$ cat src/rtl/vtu_pkg.sv
/*
  Shared constants and types of the vectored transfer unit: register map,
  control fields, transfer record layout and controller states.
  Assumes an APB master with 12-bit addresses and a 32-bit memory port.
*/
package vtu_pkg;
  localparam int DATA_W = 32;
  localparam int FIFO_DEPTH = 4;
  localparam int EN_WORDS = 8;
  localparam logic [11:0] OFS_CTRL = 12'h000;
  localparam logic [11:0] OFS_VBASE = 12'h004;
  localparam logic [11:0] OFS_STAT = 12'h008;
  localparam logic [11:0] OFS_EN = 12'h020;
  localparam int CTRL_RUN = 0;
  localparam int CTRL_SHORT = 1;
  localparam int CTRL_BIGEND = 2;
  localparam int CTRL_MSTOP = 3;
  localparam logic [3:0] CTRL_RST = 4'h1;
  localparam logic [31:0] VBASE_RST = 32'h0000_0000;
  localparam logic [31:0] EN_RST = 32'h0000_0000;
  localparam int VBASE_LSB = 12;
  localparam int VBASE_CHK_LSB = 27;
  localparam int STAT_ACT = 15;
  localparam int MRA_MD = 6;
  localparam int MRA_SZ = 4;
  localparam int MRA_SM = 2;
  localparam int MRB_DTS = 4;
  localparam int MRB_DM = 2;
  localparam int REC_MRA_LSB = 24;
  localparam int REC_MRB_LSB = 16;
  localparam int CRA_LSB = 16;
  localparam int SADDR_W = 24;
  localparam logic [2:0] FULL_WORDS = 3'h4;
  localparam logic [2:0] SHORT_WORDS = 3'h3;
  localparam logic [1:0] SZ_LONG = 2'h2;
  localparam logic [1:0] AM_INC = 2'h2;
  localparam logic [1:0] AM_DEC = 2'h3;
  typedef enum logic [1:0] {
    MD_NORMAL = 2'h0,
    MD_REPEAT = 2'h1,
    MD_BLOCK = 2'h2
  } mode_e;
  typedef enum logic [2:0] {
    ST_IDLE = 3'h0,
    ST_VEC = 3'h1,
    ST_INFO = 3'h3,
    ST_XFER = 3'h2,
    ST_WBACK = 3'h6,
    ST_DONE = 3'h7
  } state_e;
endpackage

$ cat src/rtl/vectored_transfer_unit.sv
/*
  Vectored transfer unit: interrupt-activated transfer engine with an APB
  register file, a memory master port and a small data FIFO.
  Assumes the interrupt controller holds a request until it is taken and
  the memory port answers every request with a one-cycle acknowledge.
*/
// The register offsets and register access over APB are this design's own decisions.
`timescale 1ns/10ps

module vtu_fifo #(
  parameter int WIDTH = 32,
  parameter int DEPTH = 4
) (
  // Clock and reset
  input wire logic clk_i,
  input wire logic rst_b_i,
  input wire logic ce_i,
  // Fill side
  input wire logic in_valid_i,
  output logic in_ready_o,
  input wire logic [WIDTH-1:0] in_data_i,
  // Drain side
  output logic out_valid_o,
  input wire logic out_ready_i,
  output logic [WIDTH-1:0] out_data_o
);
  localparam int AW = $clog2(DEPTH);
  logic [WIDTH-1:0] mem_ff [DEPTH];
  logic [AW-1:0] wp_ff;
  logic [AW-1:0] rp_ff;
  logic [AW:0] cnt_ff;
  logic push_w;
  logic pop_w;

  assign in_ready_o = cnt_ff != (AW+1)'(DEPTH);
  assign out_valid_o = cnt_ff != '0;
  assign out_data_o = mem_ff[rp_ff];
  assign push_w = in_valid_i & in_ready_o;
  assign pop_w = out_valid_o & out_ready_i;

  always_ff @(posedge clk_i) begin
    if (ce_i && push_w) begin
      mem_ff[wp_ff] <= in_data_i;
    end
  end

  always_ff @(posedge clk_i or negedge rst_b_i) begin
    if (!rst_b_i) begin
      wp_ff <= '0;
      rp_ff <= '0;
      cnt_ff <= '0;
    end else if (ce_i) begin
      wp_ff <= push_w ? wp_ff + 1'b1 : wp_ff;
      rp_ff <= pop_w ? rp_ff + 1'b1 : rp_ff;
      cnt_ff <= cnt_ff + (AW+1)'(push_w) - (AW+1)'(pop_w);
    end
  end
endmodule // vtu_fifo

// Operation
// - Normal mode moves one unit per activation, up to 65,536 activations.
// - Repeat mode moves one unit per activation, repeat count 1 to 256.
// - Exhausted repeat area returns that side's address to its starting value.
// - Block mode moves a whole block of 1 to 256 units per activation.
// - Block mode counts 1 to 65,536 blocks, one block per activation.
// - Per-vector enable bit turns an interrupt into a transfer start.
// - Vector table base set in 4 KB steps within two legal ranges.
// - Table of 256 entries, each a 32-bit pointer to a record.
// - One record layout serves normal, repeat and block modes.
// - Record fields are placed according to the byte order setting.
// - Short-address format holds source and destination as 24-bit values.
// - Fetch four record longwords in full format, three in short.
// - Short addresses cover the low and the high 8 MB regions.
// - The unit is running after reset, no stop release needed.
// - One module-stop bit halts this unit and the general DMA peer.
// - Run bit gates operation; unit stays inactive while it is cleared.
module vectored_transfer_unit (
  // Clock, reset, enable
  input wire logic core_clk_i,
  input wire logic rst_b_i,
  input wire logic ce_i,
  // APB slave
  input wire logic [11:0] paddr_i,
  input wire logic psel_i,
  input wire logic penable_i,
  input wire logic pwrite_i,
  input wire logic [31:0] pwdata_i,
  output logic [31:0] prdata_o,
  output logic pready_o,
  output logic pslverr_o,
  // Activation requests from the interrupt controller
  input wire logic irq_valid_i,
  input wire logic [7:0] irq_vector_i,
  output logic irq_ready_o,
  // Requests passed on to the processor
  output logic cpu_irq_valid_o,
  output logic [7:0] cpu_irq_vector_o,
  // Memory master
  output logic mem_req_o,
  output logic mem_we_o,
  output logic [1:0] mem_size_o,
  output logic [31:0] mem_addr_o,
  output logic [31:0] mem_wdata_o,
  input wire logic mem_ack_i,
  input wire logic [31:0] mem_rdata_i,
  // Shared module stop towards the general DMA peer
  output logic dma_peer_stop_o
);
  vtu_pkg::state_e st_ff;
  logic [3:0] ctrl_ff;
  logic [31:0] vbase_ff;
  logic [31:0] en_ff [vtu_pkg::EN_WORDS];
  logic [31:0] prdata_ff;
  logic pready_ff;
  logic pslverr_ff;
  logic ready_ff;
  logic cpu_irq_ff;
  logic [7:0] cpu_vec_ff;
  logic mem_req_ff;
  logic mem_we_ff;
  logic [1:0] mem_size_ff;
  logic [31:0] mem_addr_ff;
  logic [31:0] mem_wdata_ff;
  logic peer_stop_ff;
  logic [7:0] vec_ff;
  logic [31:0] rec_addr_ff;
  logic [31:0] rec_ff [4];
  logic [2:0] idx_ff;
  logic fmt_short_ff;
  logic fmt_big_ff;
  logic [8:0] rd_left_ff;
  logic [8:0] wr_left_ff;
  logic end_ff;
  logic [7:0] mra_ff;
  logic [7:0] mrb_ff;
  logic [31:0] sar_ff;
  logic [31:0] dar_ff;
  logic [15:0] cra_ff;
  logic [15:0] crb_ff;

  function automatic logic [31:0] step_f(input logic [31:0] a, input logic [1:0] am,
                                         input logic [1:0] sz, input logic [8:0] n);
    logic [31:0] span;
    span = 32'(n) << sz;
    case (am)
      vtu_pkg::AM_INC: step_f = a + span;
      vtu_pkg::AM_DEC: step_f = a - span;
      default: step_f = a;
    endcase
  endfunction

  function automatic logic [31:0] sext_f(input logic [vtu_pkg::SADDR_W-1:0] a);
    sext_f = {{(32 - vtu_pkg::SADDR_W){a[vtu_pkg::SADDR_W-1]}}, a};
  endfunction

  // APB decode
  logic apb_acc_w;
  logic wr_w;
  logic en_rng_w;
  logic hit_w;
  logic vbase_ok_w;
  logic [31:0] stat_w;
  logic [31:0] rd_data_w;
  assign apb_acc_w = psel_i & penable_i & pready_ff;
  assign wr_w = apb_acc_w & pwrite_i;
  assign en_rng_w = paddr_i[11:5] == vtu_pkg::OFS_EN[11:5] && paddr_i[1:0] == 2'h0;
  assign hit_w = paddr_i == vtu_pkg::OFS_CTRL || paddr_i == vtu_pkg::OFS_VBASE ||
                 paddr_i == vtu_pkg::OFS_STAT || en_rng_w;
  assign vbase_ok_w = pwdata_i[31:vtu_pkg::VBASE_CHK_LSB] == '0 ||
                      pwdata_i[31:vtu_pkg::VBASE_CHK_LSB] == '1;
  assign stat_w = {16'h0, st_ff != vtu_pkg::ST_IDLE, 7'h0, vec_ff};
  assign rd_data_w = paddr_i == vtu_pkg::OFS_CTRL ? {28'h0, ctrl_ff} :
                     paddr_i == vtu_pkg::OFS_VBASE ? vbase_ff :
                     paddr_i == vtu_pkg::OFS_STAT ? stat_w :
                     en_rng_w ? en_ff[paddr_i[4:2]] : 32'h0;

  // One wait state keeps every APB output on a flop
  always_ff @(posedge core_clk_i or negedge rst_b_i) begin
    if (!rst_b_i) begin
      pready_ff <= 1'b0;
      pslverr_ff <= 1'b0;
      prdata_ff <= 32'h0;
    end else if (ce_i) begin
      pready_ff <= psel_i & penable_i & ~pready_ff;
      pslverr_ff <= psel_i & penable_i & ~pready_ff & ~hit_w;
      prdata_ff <= (psel_i & penable_i & ~pready_ff) ? rd_data_w : 32'h0;
    end
  end

  always_ff @(posedge core_clk_i or negedge rst_b_i) begin
    if (!rst_b_i) begin
      ctrl_ff <= vtu_pkg::CTRL_RST;
      vbase_ff <= vtu_pkg::VBASE_RST;
      peer_stop_ff <= 1'b0;
    end else if (ce_i) begin
      peer_stop_ff <= ctrl_ff[vtu_pkg::CTRL_MSTOP];
      if (wr_w && paddr_i == vtu_pkg::OFS_CTRL) begin
        ctrl_ff <= pwdata_i[3:0];
      end
      // Out-of-range base writes are dropped so the table never lands in a hole
      if (wr_w && paddr_i == vtu_pkg::OFS_VBASE && vbase_ok_w) begin
        vbase_ff <= {pwdata_i[31:vtu_pkg::VBASE_LSB], 12'h0};
      end
    end
  end

  // Activation
  logic running_w;
  logic take_w;
  logic en_hit_w;
  logic go_w;
  logic clr_en_w;
  assign running_w = ctrl_ff[vtu_pkg::CTRL_RUN] & ~ctrl_ff[vtu_pkg::CTRL_MSTOP];
  assign take_w = irq_valid_i & ready_ff;
  assign en_hit_w = en_ff[irq_vector_i[7:5]][irq_vector_i[4:0]];
  assign go_w = take_w & en_hit_w & running_w;
  assign clr_en_w = st_ff == vtu_pkg::ST_DONE && end_ff;

  for (genvar gi = 0; gi < vtu_pkg::EN_WORDS; gi++) begin : g_en
    logic wsel_w;
    logic [31:0] clr_w;
    assign wsel_w = wr_w && paddr_i == vtu_pkg::OFS_EN + 12'(gi * 4);
    assign clr_w = (clr_en_w && vec_ff[7:5] == 3'(gi)) ? 32'h1 << vec_ff[4:0] : 32'h0;
    // The end-of-transfer clear wins over a software write in the same cycle
    always_ff @(posedge core_clk_i or negedge rst_b_i) begin
      if (!rst_b_i) begin
        en_ff[gi] <= vtu_pkg::EN_RST;
      end else if (ce_i) begin
        en_ff[gi] <= (wsel_w ? pwdata_i : en_ff[gi]) & ~clr_w;
      end
    end
  end

  // Record decode, common to all modes
  logic [2:0] nw_w;
  logic idx_end_w;
  logic ack_w;
  logic ld_w;
  logic [31:0] rec_rd_w;
  logic [7:0] d_mra;
  logic [7:0] d_mrb;
  logic [31:0] d_sar;
  logic [31:0] d_dar;
  logic [31:0] d_cnt;
  logic [7:0] d_cral;
  logic [8:0] d_units;
  assign nw_w = fmt_short_ff ? vtu_pkg::SHORT_WORDS : vtu_pkg::FULL_WORDS;
  assign idx_end_w = idx_ff == nw_w;
  assign ack_w = mem_req_ff & mem_ack_i;
  assign ld_w = st_ff == vtu_pkg::ST_INFO && idx_end_w && !mem_req_ff;
  assign rec_rd_w = fmt_big_ff ? mem_rdata_i : {mem_rdata_i[15:0], mem_rdata_i[31:16]};
  assign d_mra = rec_ff[0][vtu_pkg::REC_MRA_LSB +: 8];
  assign d_mrb = fmt_short_ff ? rec_ff[1][vtu_pkg::REC_MRA_LSB +: 8] :
                 rec_ff[0][vtu_pkg::REC_MRB_LSB +: 8];
  assign d_sar = fmt_short_ff ? sext_f(rec_ff[0][vtu_pkg::SADDR_W-1:0]) : rec_ff[1];
  assign d_dar = fmt_short_ff ? sext_f(rec_ff[1][vtu_pkg::SADDR_W-1:0]) : rec_ff[2];
  assign d_cnt = fmt_short_ff ? rec_ff[2] : rec_ff[3];
  assign d_cral = d_cnt[vtu_pkg::CRA_LSB +: 8];
  assign d_units = d_mra[vtu_pkg::MRA_MD +: 2] == vtu_pkg::MD_BLOCK ?
                   {d_cral == 8'h0, d_cral} : 9'h1;

  // Working fields
  logic [1:0] md_w;
  logic [1:0] sz_w;
  logic [1:0] sm_w;
  logic [1:0] dm_w;
  logic dts_w;
  logic [7:0] crah_w;
  logic [7:0] cral_w;
  logic [8:0] rep_n_w;
  logic [31:0] wb_w;
  assign md_w = mra_ff[vtu_pkg::MRA_MD +: 2];
  assign sz_w = mra_ff[vtu_pkg::MRA_SZ +: 2];
  assign sm_w = mra_ff[vtu_pkg::MRA_SM +: 2];
  assign dm_w = mrb_ff[vtu_pkg::MRB_DM +: 2];
  assign dts_w = mrb_ff[vtu_pkg::MRB_DTS];
  assign crah_w = cra_ff[15:8];
  assign cral_w = cra_ff[7:0];
  assign rep_n_w = {crah_w == 8'h0, crah_w};
  assign wb_w = idx_ff == 3'h0 ? (fmt_short_ff ? {mra_ff, sar_ff[23:0]} : rec_ff[0]) :
                idx_ff == 3'h1 ? (fmt_short_ff ? {mrb_ff, dar_ff[23:0]} : sar_ff) :
                idx_ff == 3'h2 ? (fmt_short_ff ? {cra_ff, crb_ff} : dar_ff) :
                {cra_ff, crb_ff};

  // Data path through the FIFO
  logic f_in_ready_w;
  logic f_out_valid_w;
  logic [31:0] f_out_data_w;
  logic push_w;
  logic pop_w;
  logic do_wr_w;
  logic do_rd_w;
  logic xfer_done_w;
  assign push_w = ack_w && st_ff == vtu_pkg::ST_XFER && !mem_we_ff;
  assign pop_w = ack_w && st_ff == vtu_pkg::ST_XFER && mem_we_ff;
  // Drain when full or when all reads are out, so the FIFO really fills
  assign do_wr_w = st_ff == vtu_pkg::ST_XFER && !mem_req_ff && wr_left_ff != 9'h0 &&
                   f_out_valid_w && (!f_in_ready_w || rd_left_ff == 9'h0);
  assign do_rd_w = st_ff == vtu_pkg::ST_XFER && !mem_req_ff && !do_wr_w &&
                   rd_left_ff != 9'h0 && f_in_ready_w;
  assign xfer_done_w = st_ff == vtu_pkg::ST_XFER && rd_left_ff == 9'h0 &&
                       wr_left_ff == 9'h0 && !mem_req_ff;

  vtu_fifo #(
    .WIDTH(vtu_pkg::DATA_W),
    .DEPTH(vtu_pkg::FIFO_DEPTH)
  ) u_fifo (
    .clk_i(core_clk_i),
    .rst_b_i(rst_b_i),
    .ce_i(ce_i),
    .in_valid_i(push_w),
    .in_ready_o(f_in_ready_w),
    .in_data_i(mem_rdata_i),
    .out_valid_o(f_out_valid_w),
    .out_ready_i(pop_w),
    .out_data_o(f_out_data_w)
  );

  // Memory request issue
  logic rec_iss_w;
  logic iss_w;
  logic iss_we_w;
  logic [1:0] iss_size_w;
  logic [31:0] iss_addr_w;
  logic [31:0] iss_data_w;
  assign rec_iss_w = (st_ff == vtu_pkg::ST_INFO || st_ff == vtu_pkg::ST_WBACK) &&
                     !mem_req_ff && !idx_end_w;
  assign iss_w = (st_ff == vtu_pkg::ST_IDLE && go_w) || rec_iss_w || do_rd_w || do_wr_w;
  assign iss_we_w = do_wr_w || st_ff == vtu_pkg::ST_WBACK;
  assign iss_size_w = (do_rd_w || do_wr_w) ? sz_w : vtu_pkg::SZ_LONG;
  assign iss_addr_w = st_ff == vtu_pkg::ST_IDLE ? vbase_ff + {22'h0, irq_vector_i, 2'h0} :
                      rec_iss_w ? rec_addr_ff + {27'h0, idx_ff, 2'h0} :
                      do_rd_w ? sar_ff : dar_ff;
  assign iss_data_w = do_wr_w ? f_out_data_w :
                      fmt_big_ff ? wb_w : {wb_w[15:0], wb_w[31:16]};

  always_ff @(posedge core_clk_i or negedge rst_b_i) begin
    if (!rst_b_i) begin
      mem_req_ff <= 1'b0;
      mem_we_ff <= 1'b0;
      mem_size_ff <= 2'h0;
      mem_addr_ff <= 32'h0;
      mem_wdata_ff <= 32'h0;
    end else if (ce_i) begin
      if (ack_w) begin
        mem_req_ff <= 1'b0;
      end else if (iss_w) begin
        mem_req_ff <= 1'b1;
        mem_we_ff <= iss_we_w;
        mem_size_ff <= iss_size_w;
        mem_addr_ff <= iss_addr_w;
        mem_wdata_ff <= iss_data_w;
      end
    end
  end

  // Sequencer
  always_ff @(posedge core_clk_i or negedge rst_b_i) begin
    if (!rst_b_i) begin
      st_ff <= vtu_pkg::ST_IDLE;
      ready_ff <= 1'b1;
      cpu_irq_ff <= 1'b0;
      cpu_vec_ff <= 8'h0;
      vec_ff <= 8'h0;
      rec_addr_ff <= 32'h0;
      idx_ff <= 3'h0;
      fmt_short_ff <= 1'b0;
      fmt_big_ff <= 1'b0;
    end else if (ce_i) begin
      cpu_irq_ff <= 1'b0;
      case (st_ff)
        vtu_pkg::ST_IDLE: begin
          ready_ff <= !go_w;
          if (go_w) begin
            vec_ff <= irq_vector_i;
            fmt_short_ff <= ctrl_ff[vtu_pkg::CTRL_SHORT];
            fmt_big_ff <= ctrl_ff[vtu_pkg::CTRL_BIGEND];
            st_ff <= vtu_pkg::ST_VEC;
          end else if (take_w) begin
            cpu_irq_ff <= 1'b1;
            cpu_vec_ff <= irq_vector_i;
          end
        end
        vtu_pkg::ST_VEC: begin
          if (ack_w) begin
            rec_addr_ff <= mem_rdata_i;
            idx_ff <= 3'h0;
            st_ff <= vtu_pkg::ST_INFO;
          end
        end
        vtu_pkg::ST_INFO: begin
          if (ack_w) begin
            idx_ff <= idx_ff + 3'h1;
          end else if (ld_w) begin
            st_ff <= vtu_pkg::ST_XFER;
          end
        end
        vtu_pkg::ST_XFER: begin
          if (xfer_done_w) begin
            idx_ff <= 3'h0;
            st_ff <= vtu_pkg::ST_WBACK;
          end
        end
        vtu_pkg::ST_WBACK: begin
          if (ack_w) begin
            idx_ff <= idx_ff + 3'h1;
          end else if (idx_end_w && !mem_req_ff) begin
            st_ff <= vtu_pkg::ST_DONE;
          end
        end
        vtu_pkg::ST_DONE: begin
          cpu_irq_ff <= end_ff;
          cpu_vec_ff <= vec_ff;
          ready_ff <= 1'b1;
          st_ff <= vtu_pkg::ST_IDLE;
        end
        default: st_ff <= vtu_pkg::ST_IDLE;
      endcase
    end
  end

  always_ff @(posedge core_clk_i or negedge rst_b_i) begin
    if (!rst_b_i) begin
      rd_left_ff <= 9'h0;
      wr_left_ff <= 9'h0;
    end else if (ce_i) begin
      if (ld_w) begin
        rd_left_ff <= d_units;
        wr_left_ff <= d_units;
      end else begin
        rd_left_ff <= push_w ? rd_left_ff - 9'h1 : rd_left_ff;
        wr_left_ff <= pop_w ? wr_left_ff - 9'h1 : wr_left_ff;
      end
    end
  end

  always_ff @(posedge core_clk_i or negedge rst_b_i) begin
    if (!rst_b_i) begin
      for (int i = 0; i < 4; i++) begin
        rec_ff[i] <= 32'h0;
      end
    end else if (ce_i && ack_w && st_ff == vtu_pkg::ST_INFO) begin
      rec_ff[idx_ff[1:0]] <= rec_rd_w;
    end
  end

  // Address and count update; the repeat side is rewound from its count
  always_ff @(posedge core_clk_i or negedge rst_b_i) begin
    if (!rst_b_i) begin
      mra_ff <= 8'h0;
      mrb_ff <= 8'h0;
      sar_ff <= 32'h0;
      dar_ff <= 32'h0;
      cra_ff <= 16'h0;
      crb_ff <= 16'h0;
      end_ff <= 1'b0;
    end else if (ce_i) begin
      if (ld_w) begin
        mra_ff <= d_mra;
        mrb_ff <= d_mrb;
        sar_ff <= d_sar;
        dar_ff <= d_dar;
        cra_ff <= d_cnt[31:16];
        crb_ff <= d_cnt[15:0];
      end
      if (push_w) begin
        sar_ff <= step_f(sar_ff, sm_w, sz_w, 9'h1);
      end
      if (pop_w) begin
        dar_ff <= step_f(dar_ff, dm_w, sz_w, 9'h1);
      end
      if (xfer_done_w) begin
        case (md_w)
          vtu_pkg::MD_REPEAT: begin
            end_ff <= 1'b0;
            cra_ff <= {crah_w, cral_w == 8'h1 ? crah_w : cral_w - 8'h1};
            if (cral_w == 8'h1 && dts_w) begin
              sar_ff <= step_f(sar_ff, sm_w ^ 2'h1, sz_w, rep_n_w);
            end else if (cral_w == 8'h1) begin
              dar_ff <= step_f(dar_ff, dm_w ^ 2'h1, sz_w, rep_n_w);
            end
          end
          vtu_pkg::MD_BLOCK: begin
            cra_ff <= {crah_w, crah_w};
            crb_ff <= crb_ff - 16'h1;
            end_ff <= crb_ff == 16'h1;
            if (dts_w) begin
              sar_ff <= step_f(sar_ff, sm_w ^ 2'h1, sz_w, rep_n_w);
            end else begin
              dar_ff <= step_f(dar_ff, dm_w ^ 2'h1, sz_w, rep_n_w);
            end
          end
          default: begin
            cra_ff <= cra_ff - 16'h1;
            end_ff <= cra_ff == 16'h1;
          end
        endcase
      end
    end
  end

  assign prdata_o = prdata_ff;
  assign pready_o = pready_ff;
  assign pslverr_o = pslverr_ff;
  assign irq_ready_o = ready_ff;
  assign cpu_irq_valid_o = cpu_irq_ff;
  assign cpu_irq_vector_o = cpu_vec_ff;
  assign mem_req_o = mem_req_ff;
  assign mem_we_o = mem_we_ff;
  assign mem_size_o = mem_size_ff;
  assign mem_addr_o = mem_addr_ff;
  assign mem_wdata_o = mem_wdata_ff;
  assign dma_peer_stop_o = peer_stop_ff;

  property p_fwd;
    @(posedge core_clk_i) disable iff (!rst_b_i)
      ce_i && take_w && !en_hit_w |=> cpu_irq_ff && cpu_vec_ff == $past(irq_vector_i);
  endproperty
  a_fwd: assert property (p_fwd) else $error("plain request not passed on");
  property p_stop;
    @(posedge core_clk_i) disable iff (!rst_b_i)
      ce_i && take_w && !running_w |=> st_ff == vtu_pkg::ST_IDLE && !mem_req_ff;
  endproperty
  a_stop: assert property (p_stop) else $error("stopped unit started");
  property p_peer;
    @(posedge core_clk_i) disable iff (!rst_b_i)
      ce_i && ctrl_ff[vtu_pkg::CTRL_MSTOP] |=> peer_stop_ff;
  endproperty
  a_peer: assert property (p_peer) else $error("peer stop missing");
  property p_vbase;
    @(posedge core_clk_i) disable iff (!rst_b_i)
      vbase_ff[11:0] == 12'h0 && (vbase_ff[31:27] == 5'h0 || vbase_ff[31:27] == 5'h1f);
  endproperty
  a_vbase: assert property (p_vbase) else $error("illegal table base");
  property p_vec;
    @(posedge core_clk_i) disable iff (!rst_b_i)
      ce_i && go_w |=> mem_req_ff && mem_addr_ff == vbase_ff + {22'h0, vec_ff, 2'h0};
  endproperty
  a_vec: assert property (p_vec) else $error("wrong vector entry");
  property p_info;
    @(posedge core_clk_i) disable iff (!rst_b_i)
      st_ff == vtu_pkg::ST_INFO && mem_req_ff |->
        mem_addr_ff - rec_addr_ff < (fmt_short_ff ? 32'hc : 32'h10) && !mem_we_ff;
  endproperty
  a_info: assert property (p_info) else $error("record fetch out of bounds");
  property p_short;
    @(posedge core_clk_i) disable iff (!rst_b_i)
      ce_i && ld_w && fmt_short_ff |=> sar_ff[31:23] == 9'h0 || sar_ff[31:23] == 9'h1ff;
  endproperty
  a_short: assert property (p_short) else $error("short address out of space");
  property p_units;
    @(posedge core_clk_i) disable iff (!rst_b_i)
      ce_i && ld_w |=> rd_left_ff == (md_w == vtu_pkg::MD_BLOCK ?
                                      {cral_w == 8'h0, cral_w} : 9'h1);
  endproperty
  a_units: assert property (p_units) else $error("wrong unit count");
  property p_end;
    @(posedge core_clk_i) disable iff (!rst_b_i)
      ce_i && clr_en_w |=> cpu_irq_ff && !en_ff[vec_ff[7:5]][vec_ff[4:0]];
  endproperty
  a_end: assert property (p_end) else $error("transfer end not reported");
  property p_wback;
    @(posedge core_clk_i) disable iff (!rst_b_i)
      st_ff == vtu_pkg::ST_WBACK && mem_req_ff |-> mem_we_ff && mem_addr_ff - rec_addr_ff < 32'h10;
  endproperty
  a_wback: assert property (p_wback) else $error("write-back off record");
endmodule // vectored_transfer_unit

$ cat config.mk
export PLATFORM = sky130hd
export DESIGN_NAME = vectored_transfer_unit
export DESIGN_NICKNAME = d
export VERILOG_FILES = /design/src/rtl/vtu_pkg.sv /design/src/rtl/vectored_transfer_unit.sv
export SDC_FILE = /design/constraint.sdc
export NUM_CORES = 2
export LEC_CHECK = 0
export ABC_CLOCK_PERIOD_IN_PS = 6200
export BUFFER_PORTS_ARGS = -buffer_cell sky130_fd_sc_hd__buf_4
export CORE_ASPECT_RATIO = 1.5
export CORE_MARGIN = 1
export CORE_UTILIZATION = 63
export CTS_CLUSTER_DIAMETER = 80
export CTS_CLUSTER_SIZE = 28
export DETAILED_ROUTE_END_ITERATION = 16
export PLACE_DENSITY_LB_ADDON = 0.25
export SLEW_MARGIN = 30
export SYNTH_ARGS = -nofsm -noshare
export SYNTH_HDL_FRONTEND = slang
export SYNTH_HIERARCHICAL = 1
export SYNTH_SLANG_ARGS = --single-unit
$ cat constraint.sdc
create_clock -name core_clk_i -period 6.2 [get_ports core_clk_i]
set_input_delay 0.62 -clock core_clk_i [delete_from_list [all_inputs] [get_ports core_clk_i]]
set_output_delay 0.62 -clock core_clk_i [all_outputs]
set_load 0.005 [all_outputs]
Word-level counts from Yosys, hierarchy flattened --
Memories as Yosys holds them, arrays and structs flattened. Cells that the tools add are included.
Storage, ports and cells: flip-flop bits (word level) 707, bits in writable memories 128, input port bits 92, logic and storage cells 369, memories 1
Memory list:
- u_fifo.mem_ff | words 4, bits a word 32, read ports 1, clocked after memory_dff 0, wr ports 1, RTL line vectored_transfer_unit.sv:28 | logic [WIDTH-1:0] mem_ff [DEPTH];
Cells by class: $add $sub $neg 20, order comparisons 5, eq/ne operators 54, shift operators 3, multiplexer cells 103, bitwise logic cells 37, reductions and logical operators 101
Operator list (count):
- $mux 32 | 52
- $pmux 32 s2 | 6
- $and 32x32->32 | 8
- $not 32->32 | 8
- $bmux 32 s3 | 2
- $add 32x32->32 | 4
- $bwmux 128 | 1
- $sub 32x32->32 | 4
- $eq 12x6->1 const B | 8
- $mux 16 | 5
- $demux 32 s2 | 1
- $logic_and 1x1->1 | 45
- $mux 9 | 5
- $mux 3 | 11
- $add 32x10->32 | 1
- $add 32x5->32 | 1
- $eq 16x1->1 const B | 2
- $mux 8 | 4
- $pmux 16 s2 | 1
- $shl 1x2->32 const A | 1
- $shl 1x5->32 const A | 1
- $shl 9x2->32 | 1
- $sub 16x1->16 const B | 2
- $reduce_and 2->1 | 11
- 51 further kinds | 138

Longest topological paths before layout --
depth in word-level cells 14, gate-level depth with buffers 22

Modules after synthesis --
The synthesis kept the hierarchy.
Modules (own cells, without submodules):
- vectored_transfer_unit | instances 1, cells each 5287, area an instance 47643.2 µm², sequential area each 17519.3 µm²
- vtu_fifo | instances 1, cells each 212, area an instance 5118.7 µm², sequential area each 4018.9 µm²

Worst setup path after synthesis --
No wires, ideal clock.
path kind reg2reg, start reg cra_ff[13], end reg sar_ff[31], library setup time 126 ps, data arrival time 4910 ps, required time 6074 ps, setup slack 1163 ps, cell stages (with the launch flop) 21, period minus slack after synthesis 5037 ps, path through dfrtp_1 > clkbuf_1 > or3_1 > or4b_2 > o31ai_1 > nor2_1 > a21oi_1 > and3b_1 > o21ai_1 > nand2_1 > ha_1 > a21oi_1 > or3b_2 > a31oi_1 > a21oi_1 > o21a_1 > nor2_1 > o31a_1 > mux2i_1 > nor4_1 > a311o_1
Between the ends: longest elaborated chain between the ends 7, elaborated cells between the ends (all ways) 9, classes of those cells add/sub: 2; shift: 1; mux: 5; reduce/logical: 1
Ends and longest elaborated chain:
- from (decl) | RTL line vectored_transfer_unit.sv:138 | logic [15:0] cra_ff;
- from (signal assigned) | RTL line vectored_transfer_unit.sv:463 | cra_ff <= d_cnt[31:16];
- from (signal assigned) | RTL line vectored_transfer_unit.sv:476 | cra_ff <= {crah_w, cral_w == 8'h1 ? crah_w : cral_w - 8'h1};
- from (signal assigned) | RTL line vectored_transfer_unit.sv:484 | cra_ff <= {crah_w, crah_w};
- $logic_not 8->1 | RTL line vectored_transfer_unit.sv:279 | assign rep_n_w = {crah_w == 8'h0, crah_w};
- $shl 9x2->32 (*) | RTL line vectored_transfer_unit.sv:144 | span = 32'(n) << sz;
- $sub 32x32->32 / $add 32x32->32 (equally long branches) | RTL line vectored_transfer_unit.sv:147, vectored_transfer_unit.sv:146
- $pmux 32 s2 (*) | RTL line vectored_transfer_unit.sv:145 | case (am)
- $mux 32 (on tied branches) | RTL line vectored_transfer_unit.sv:487, vectored_transfer_unit.sv:477
- $pmux 32 s2 (*) | RTL line vectored_transfer_unit.sv:473 | case (md_w)
- $mux 32 (*) | RTL line vectored_transfer_unit.sv:472 | if (xfer_done_w) begin
- to (signal assigned) | RTL line vectored_transfer_unit.sv:467 | sar_ff <= step_f(sar_ff, sm_w, sz_w, 9'h1);
- to (signal assigned) | RTL line vectored_transfer_unit.sv:478 | sar_ff <= step_f(sar_ff, sm_w ^ 2'h1, sz_w, rep_n_w);
- to (signal assigned) | RTL line vectored_transfer_unit.sv:488 | sar_ff <= step_f(sar_ff, sm_w ^ 2'h1, sz_w, rep_n_w);
- to (decl) | RTL line vectored_transfer_unit.sv:136 | logic [31:0] sar_ff;
Mark *: on every way between the ends. The rest lies on a longest branch, timed or not. A chain may end at the register's enable or synchronous reset.

Final worst setup path --
start reg mra_ff[4], end reg sar_ff[31]
Between the ends: longest elaborated chain between the ends 7, elaborated cells between the ends (all ways) 13, classes of those cells add/sub: 4; shift: 2; mux: 7
Ends and longest elaborated chain:
- from (decl) | RTL line vectored_transfer_unit.sv:134 | logic [7:0] mra_ff;
- from (signal assigned) | RTL line vectored_transfer_unit.sv:459 | mra_ff <= d_mra;
- $shl 1x2->32 | RTL line vectored_transfer_unit.sv:144
- $sub 32x32->32 / $add 32x32->32 (equally long branches) | RTL line vectored_transfer_unit.sv:147, vectored_transfer_unit.sv:146
- $pmux 32 s2 | RTL line vectored_transfer_unit.sv:145
- $mux 32 | RTL line vectored_transfer_unit.sv:466 | if (push_w) begin
- $mux 32 (on tied branches) | RTL line vectored_transfer_unit.sv:487, vectored_transfer_unit.sv:477
- $pmux 32 s2 | RTL line vectored_transfer_unit.sv:473
- $mux 32 (*) | RTL line vectored_transfer_unit.sv:472
Marks and branches as above.

==> parameters.txt <==
Parameter                              Value

Run status
  Run status    complete, no violations

Synthesis
  Post-synthesis cell count    5499
  Basic-gate share of the synthesized area counting and, or, nand and nor cells    0.126
  Share of the synthesized area in compound gates (AO/OA/AOI/OAI)    0.196
  Predominant post-synthesis flop cell    sky130_fd_sc_hd__dfrtp_1
  Number of flip-flops and latches in the synthesized netlist    835
  Share of flip-flops with an asynchronous set or reset after synthesis    0.847
  Xor-xnor portion of the synthesized cell area    0.0239
  Post-synth cell types    93
  Number of enable flip-flop cells after synthesis    128
  Post-synth design cell area    52800 um2
  Mux contribution to synthesized area    0.171
  Adder-Cell Fraction of Synth Area    0.0371
  Post-Syn Area per Cell    9.59 um2
  Combinational family with the most area after synthesis    compound AO/OA/AOI/OAI gates
  Total number of yosys warnings    6
  Net count after synthesis    5744
  Share of synthesized area occupied by flip-flops and latches    0.408

Timing
  Count of endpoints failing setup in the final report    0
  Final Hold Vio Count    0
  Ratio of final minimum period to clock period    0.949
  Final slew viol count    0
  Achievable frequency    170 MHz
  Final Skew    0.0543 ns
  Clock period minus final worst setup slack    5.88 ns
  Slew of the pin with the lowest slew margin    1.13 ns
  Final TNS setup    0 ns
  RSZ-0062 raised after global routing    false
  Relative slew margins    0.222

Global route
  First-pass GRT wire length    320000 um
  Vias in the first global route    47.7k
  Pin count of the biggest net entering global routing    166
  GRT Util Overall    0.520
  Number of antenna violations at the first check in global routing    10
  Total gr overflow    0

Cells and area
  Footprint of the flip-flops and latches    21500 um2
  Final standard cell count with taps included and fillers excluded    6627
  Filler Cells Inserted    6481
  Share of cells above drive strength 1    0.137
  Footprint of the multi-input gates    29500 um2
  Signed area change from the synthesized netlist to the final layout    7.72%
  Final net count    5726

Drt
  DR pass1 iterations    9
  Vias per cell    7.33
  Average routed wire per standard cell    33.1 um
  # DRC    0
  Antenna viol nets, final    0
  Wire length after detailed routing    219000 um
  Starting DRT DRC Count    6338
  Vias after detailed routing    48.6k

Die
  Count of boundary I/O pins    205
  Core outline area    82600 um2
  Effective utilization at floorplan    0.638
  Area of the die    84900 um2
  DIE HEIGHT    356 um
  Std-Cell Rows    129
  Horiz. Die Dim    238 um

Clocking
  TritonCTS clock tree    yes
  Maximum buffer depth of the clock tree    3
  Cell chosen for the clock root    sky130_fd_sc_hd__clkbuf_16
  Buffer count from post-CTS setup fixing    0
  Number of levels in the clock H-tree    2
  Clock insertion delay at the later pin of the skew report    0.68 ns
  Clock Sink Count    835
  TritonCTS buffer count    40
  Post-CTS clock slew at the launch and capture registers of the worst setup and hold paths    0.11 ns

Run
  Count of maximum capacitance violations    0

Power and ir drop
  Total power    0.0102 W
  Power density of the placed cells    179 nW/um2
  IR Drop Worst-Case VDD    0.352 mV
  Leakage Power    23.9 nW

Setup path
  Critical path launch point type    flop
  Arrival time at the worst endpoint    6.42 ns
  Req. time, crit path    6.73 ns
  Worst Setup Path Type    flop to flop
  Worst reg2reg path depth    20
  CP Max Fanout    9
  Critical Path End Type    flop

Place
  Post-placement cell count    6546
  Gp weighted congestion    1.07
  Buffers on Ports    204
  Placed wire-length estimate after detailed placement    157000 um

Worst hold path
  Worst min-delay path category    input pin to flop
  Hold Path Stages    1
==> cell type report <==
cell class                 count  area share
timing repair buffer         339      0.0475
sequential                   835       0.379
clock inverter                13     0.00335
antenna                        7    0.000308
tap                         1113      0.0245
inverter                      95     0.00630
clock buffer                  55      0.0195
multi-input combinational   4170       0.519
==> worst paths after layout <==
check | startpoint | endpoint | slack (ns)
hold / removal | mem_rdata_i[14] | u_fifo/mem_ff[2][14]$_DFFE_PP_ | 0.19
setup / recovery | mra_ff[4]$_DFFE_PN0P_ | sar_ff[31]$_DFFE_PN0P_ | 0.32
hold reg to reg | rec_ff[25]$_DFFE_PN0P_ | rec_ff[25]$_DFFE_PN0P_ | 0.49
setup reg to reg | mra_ff[4]$_DFFE_PN0P_ | sar_ff[31]$_DFFE_PN0P_ | 0.32
min in group asynchronous | rst_b_i | rec_ff[10]$_DFFE_PN0P_ | 0.50
max in group asynchronous | rst_b_i | en_ff[215]$_DFFE_PN0P_ | 4.23
==> synth_stat cells (all sizes together), types with 79 or more instances <==
cell / count / share of area
xnor2: 79 / 0.013
nand2: 628 / 0.045
inv: 93 / 0.0066
ha: 147 / 0.035
clkbuf: 315 / 0.022
nor2: 435 / 0.031
mux2i: 432 / 0.082
mux4: 147 / 0.063
mux2: 119 / 0.026
dfrtp: 705 / 0.33
o21ai: 543 / 0.052
buf: 84 / 0.0085
edfxtp: 128 / 0.073
a21oi: 524 / 0.050
==> stage by stage <==
| stage | hold WS [ns] | util | cell area [um2] | setup slack, ns |
|---|---|---|---|---|
| 2_1_floorplan | 0.324 | - | 52800 | 1.16 |
| 3_5_place_dp | 0.467 | 0.669 | 55300 | 0.422 |
| 4_1_cts | 0.186 | 0.685 | 56600 | 0.385 |
| 3_3_place_gp | 0.455 | 0.669 | 55300 | 0.433 |
| 6_report | 0.192 | 0.688 | 56800 | 0.317 |
| 5_1_grt | 0.199 | 0.688 | 56800 | 0.00154 |
==> timing repair <==
| item | 4_1_cts | 5_1_grt |
|---|---|---|
| hold buffers | 1 | 0 |
| endpoints found under the hold margin | 50 | 0 |
| resized for setup | 0 | 1 |
| endpoints found under the setup margin | 0 | 4 |
==> per-layer routing <==
layer / GRT usage / part of all wire
met1: 0.550 / 0.31
met2: 0.806 / 0.45
met3: 0.153 / 0.11
met4: 0.542 / 0.13
met5: 0 / 0.00021
==> worst max-delay path, cell delays in order (launching register included) <==
cell	delay, ns
sky130_fd_sc_hd__dfrtp_1	0.53
sky130_fd_sc_hd__mux2i_1	0.31
sky130_fd_sc_hd__a21oi_1	0.12
sky130_fd_sc_hd__or3_1	0.44
sky130_fd_sc_hd__nor3b_1	0.36
sky130_fd_sc_hd__nor3b_1	0.43
sky130_fd_sc_hd__nor3b_1	0.48
sky130_fd_sc_hd__and3_1	0.24
sky130_fd_sc_hd__ha_1	0.25
sky130_fd_sc_hd__a21oi_1	0.16
sky130_fd_sc_hd__ha_1	0.31
sky130_fd_sc_hd__and4_1	0.25
sky130_fd_sc_hd__nor2b_1	0.14
sky130_fd_sc_hd__o21ai_0	0.15
sky130_fd_sc_hd__o21a_1	0.27
sky130_fd_sc_hd__o21a_1	0.24
sky130_fd_sc_hd__nor2_1	0.11
sky130_fd_sc_hd__o31a_1	0.32
sky130_fd_sc_hd__mux2i_1	0.24
sky130_fd_sc_hd__nor4_1	0.07
sky130_fd_sc_hd__a311o_1	0.33
==> kinds of logic after synthesis <==
kind of cell	Yosys count
buffers and inverters	494
and+or+nand+nor	1487
AOI/OAI and AO/OA	1688
adders and majority gates	153
xor gates and xnor gates	144
muxes	698
DFF	835
==> cells in the final DEF (no fill, tap or decap), types with 22 or more instances in the layout <==
cell type and count:
sky130_fd_sc_hd__a22oi_1 38, sky130_fd_sc_hd__a211oi_1 44, sky130_fd_sc_hd__dfrtp_1 702, sky130_fd_sc_hd__nand3_1 71
sky130_fd_sc_hd__nand2b_1 53, sky130_fd_sc_hd__o2bb2ai_1 36, sky130_fd_sc_hd__mux2i_1 426, sky130_fd_sc_hd__o22a_1 31
sky130_fd_sc_hd__inv_1 90, sky130_fd_sc_hd__nor2_1 423, sky130_fd_sc_hd__nor3_1 46, sky130_fd_sc_hd__o21ai_0 522
sky130_fd_sc_hd__a22o_1 22, sky130_fd_sc_hd__a31oi_1 47, sky130_fd_sc_hd__buf_4 327, sky130_fd_sc_hd__a21oi_1 521
sky130_fd_sc_hd__o31ai_1 22, sky130_fd_sc_hd__xnor2_1 78, sky130_fd_sc_hd__nand4_1 27, sky130_fd_sc_hd__xor2_1 64
sky130_fd_sc_hd__nor2b_1 42, sky130_fd_sc_hd__clkbuf_16 42, sky130_fd_sc_hd__nand2_1 623, sky130_fd_sc_hd__o22ai_1 40
sky130_fd_sc_hd__ha_1 147, sky130_fd_sc_hd__a21o_1 51, sky130_fd_sc_hd__a32o_1 63, sky130_fd_sc_hd__mux2_2 111
sky130_fd_sc_hd__edfxtp_1 128, sky130_fd_sc_hd__mux4_2 143, sky130_fd_sc_hd__o21a_1 30, sky130_fd_sc_hd__o211ai_1 55
sky130_fd_sc_hd__and3_1 24
==> power by group <==
part | internal, W | switching [W]
clock | 0.00134 | 0.00203
combinational | 0.000365 | 0.000741
sequential | 0.00559 | 0.000102
total | 0.00730 | 0.00287
==> sequential cells by signal (all words and copies together), names as in the netlist, 9 cells and up <==
name	cells
cra_ff	16
crb_ff	16
dar_ff	32
en_ff	256
mem_addr_o	32
mem_wdata_o	32
prdata_o	32
rd_left_ff	9
rec_addr_ff	32
rec_ff	120
sar_ff	32
u_fifo/mem_ff	128
vbase_ff	20
wr_left_ff	9
Note: power is estimated with default switching activity, not from simulation.
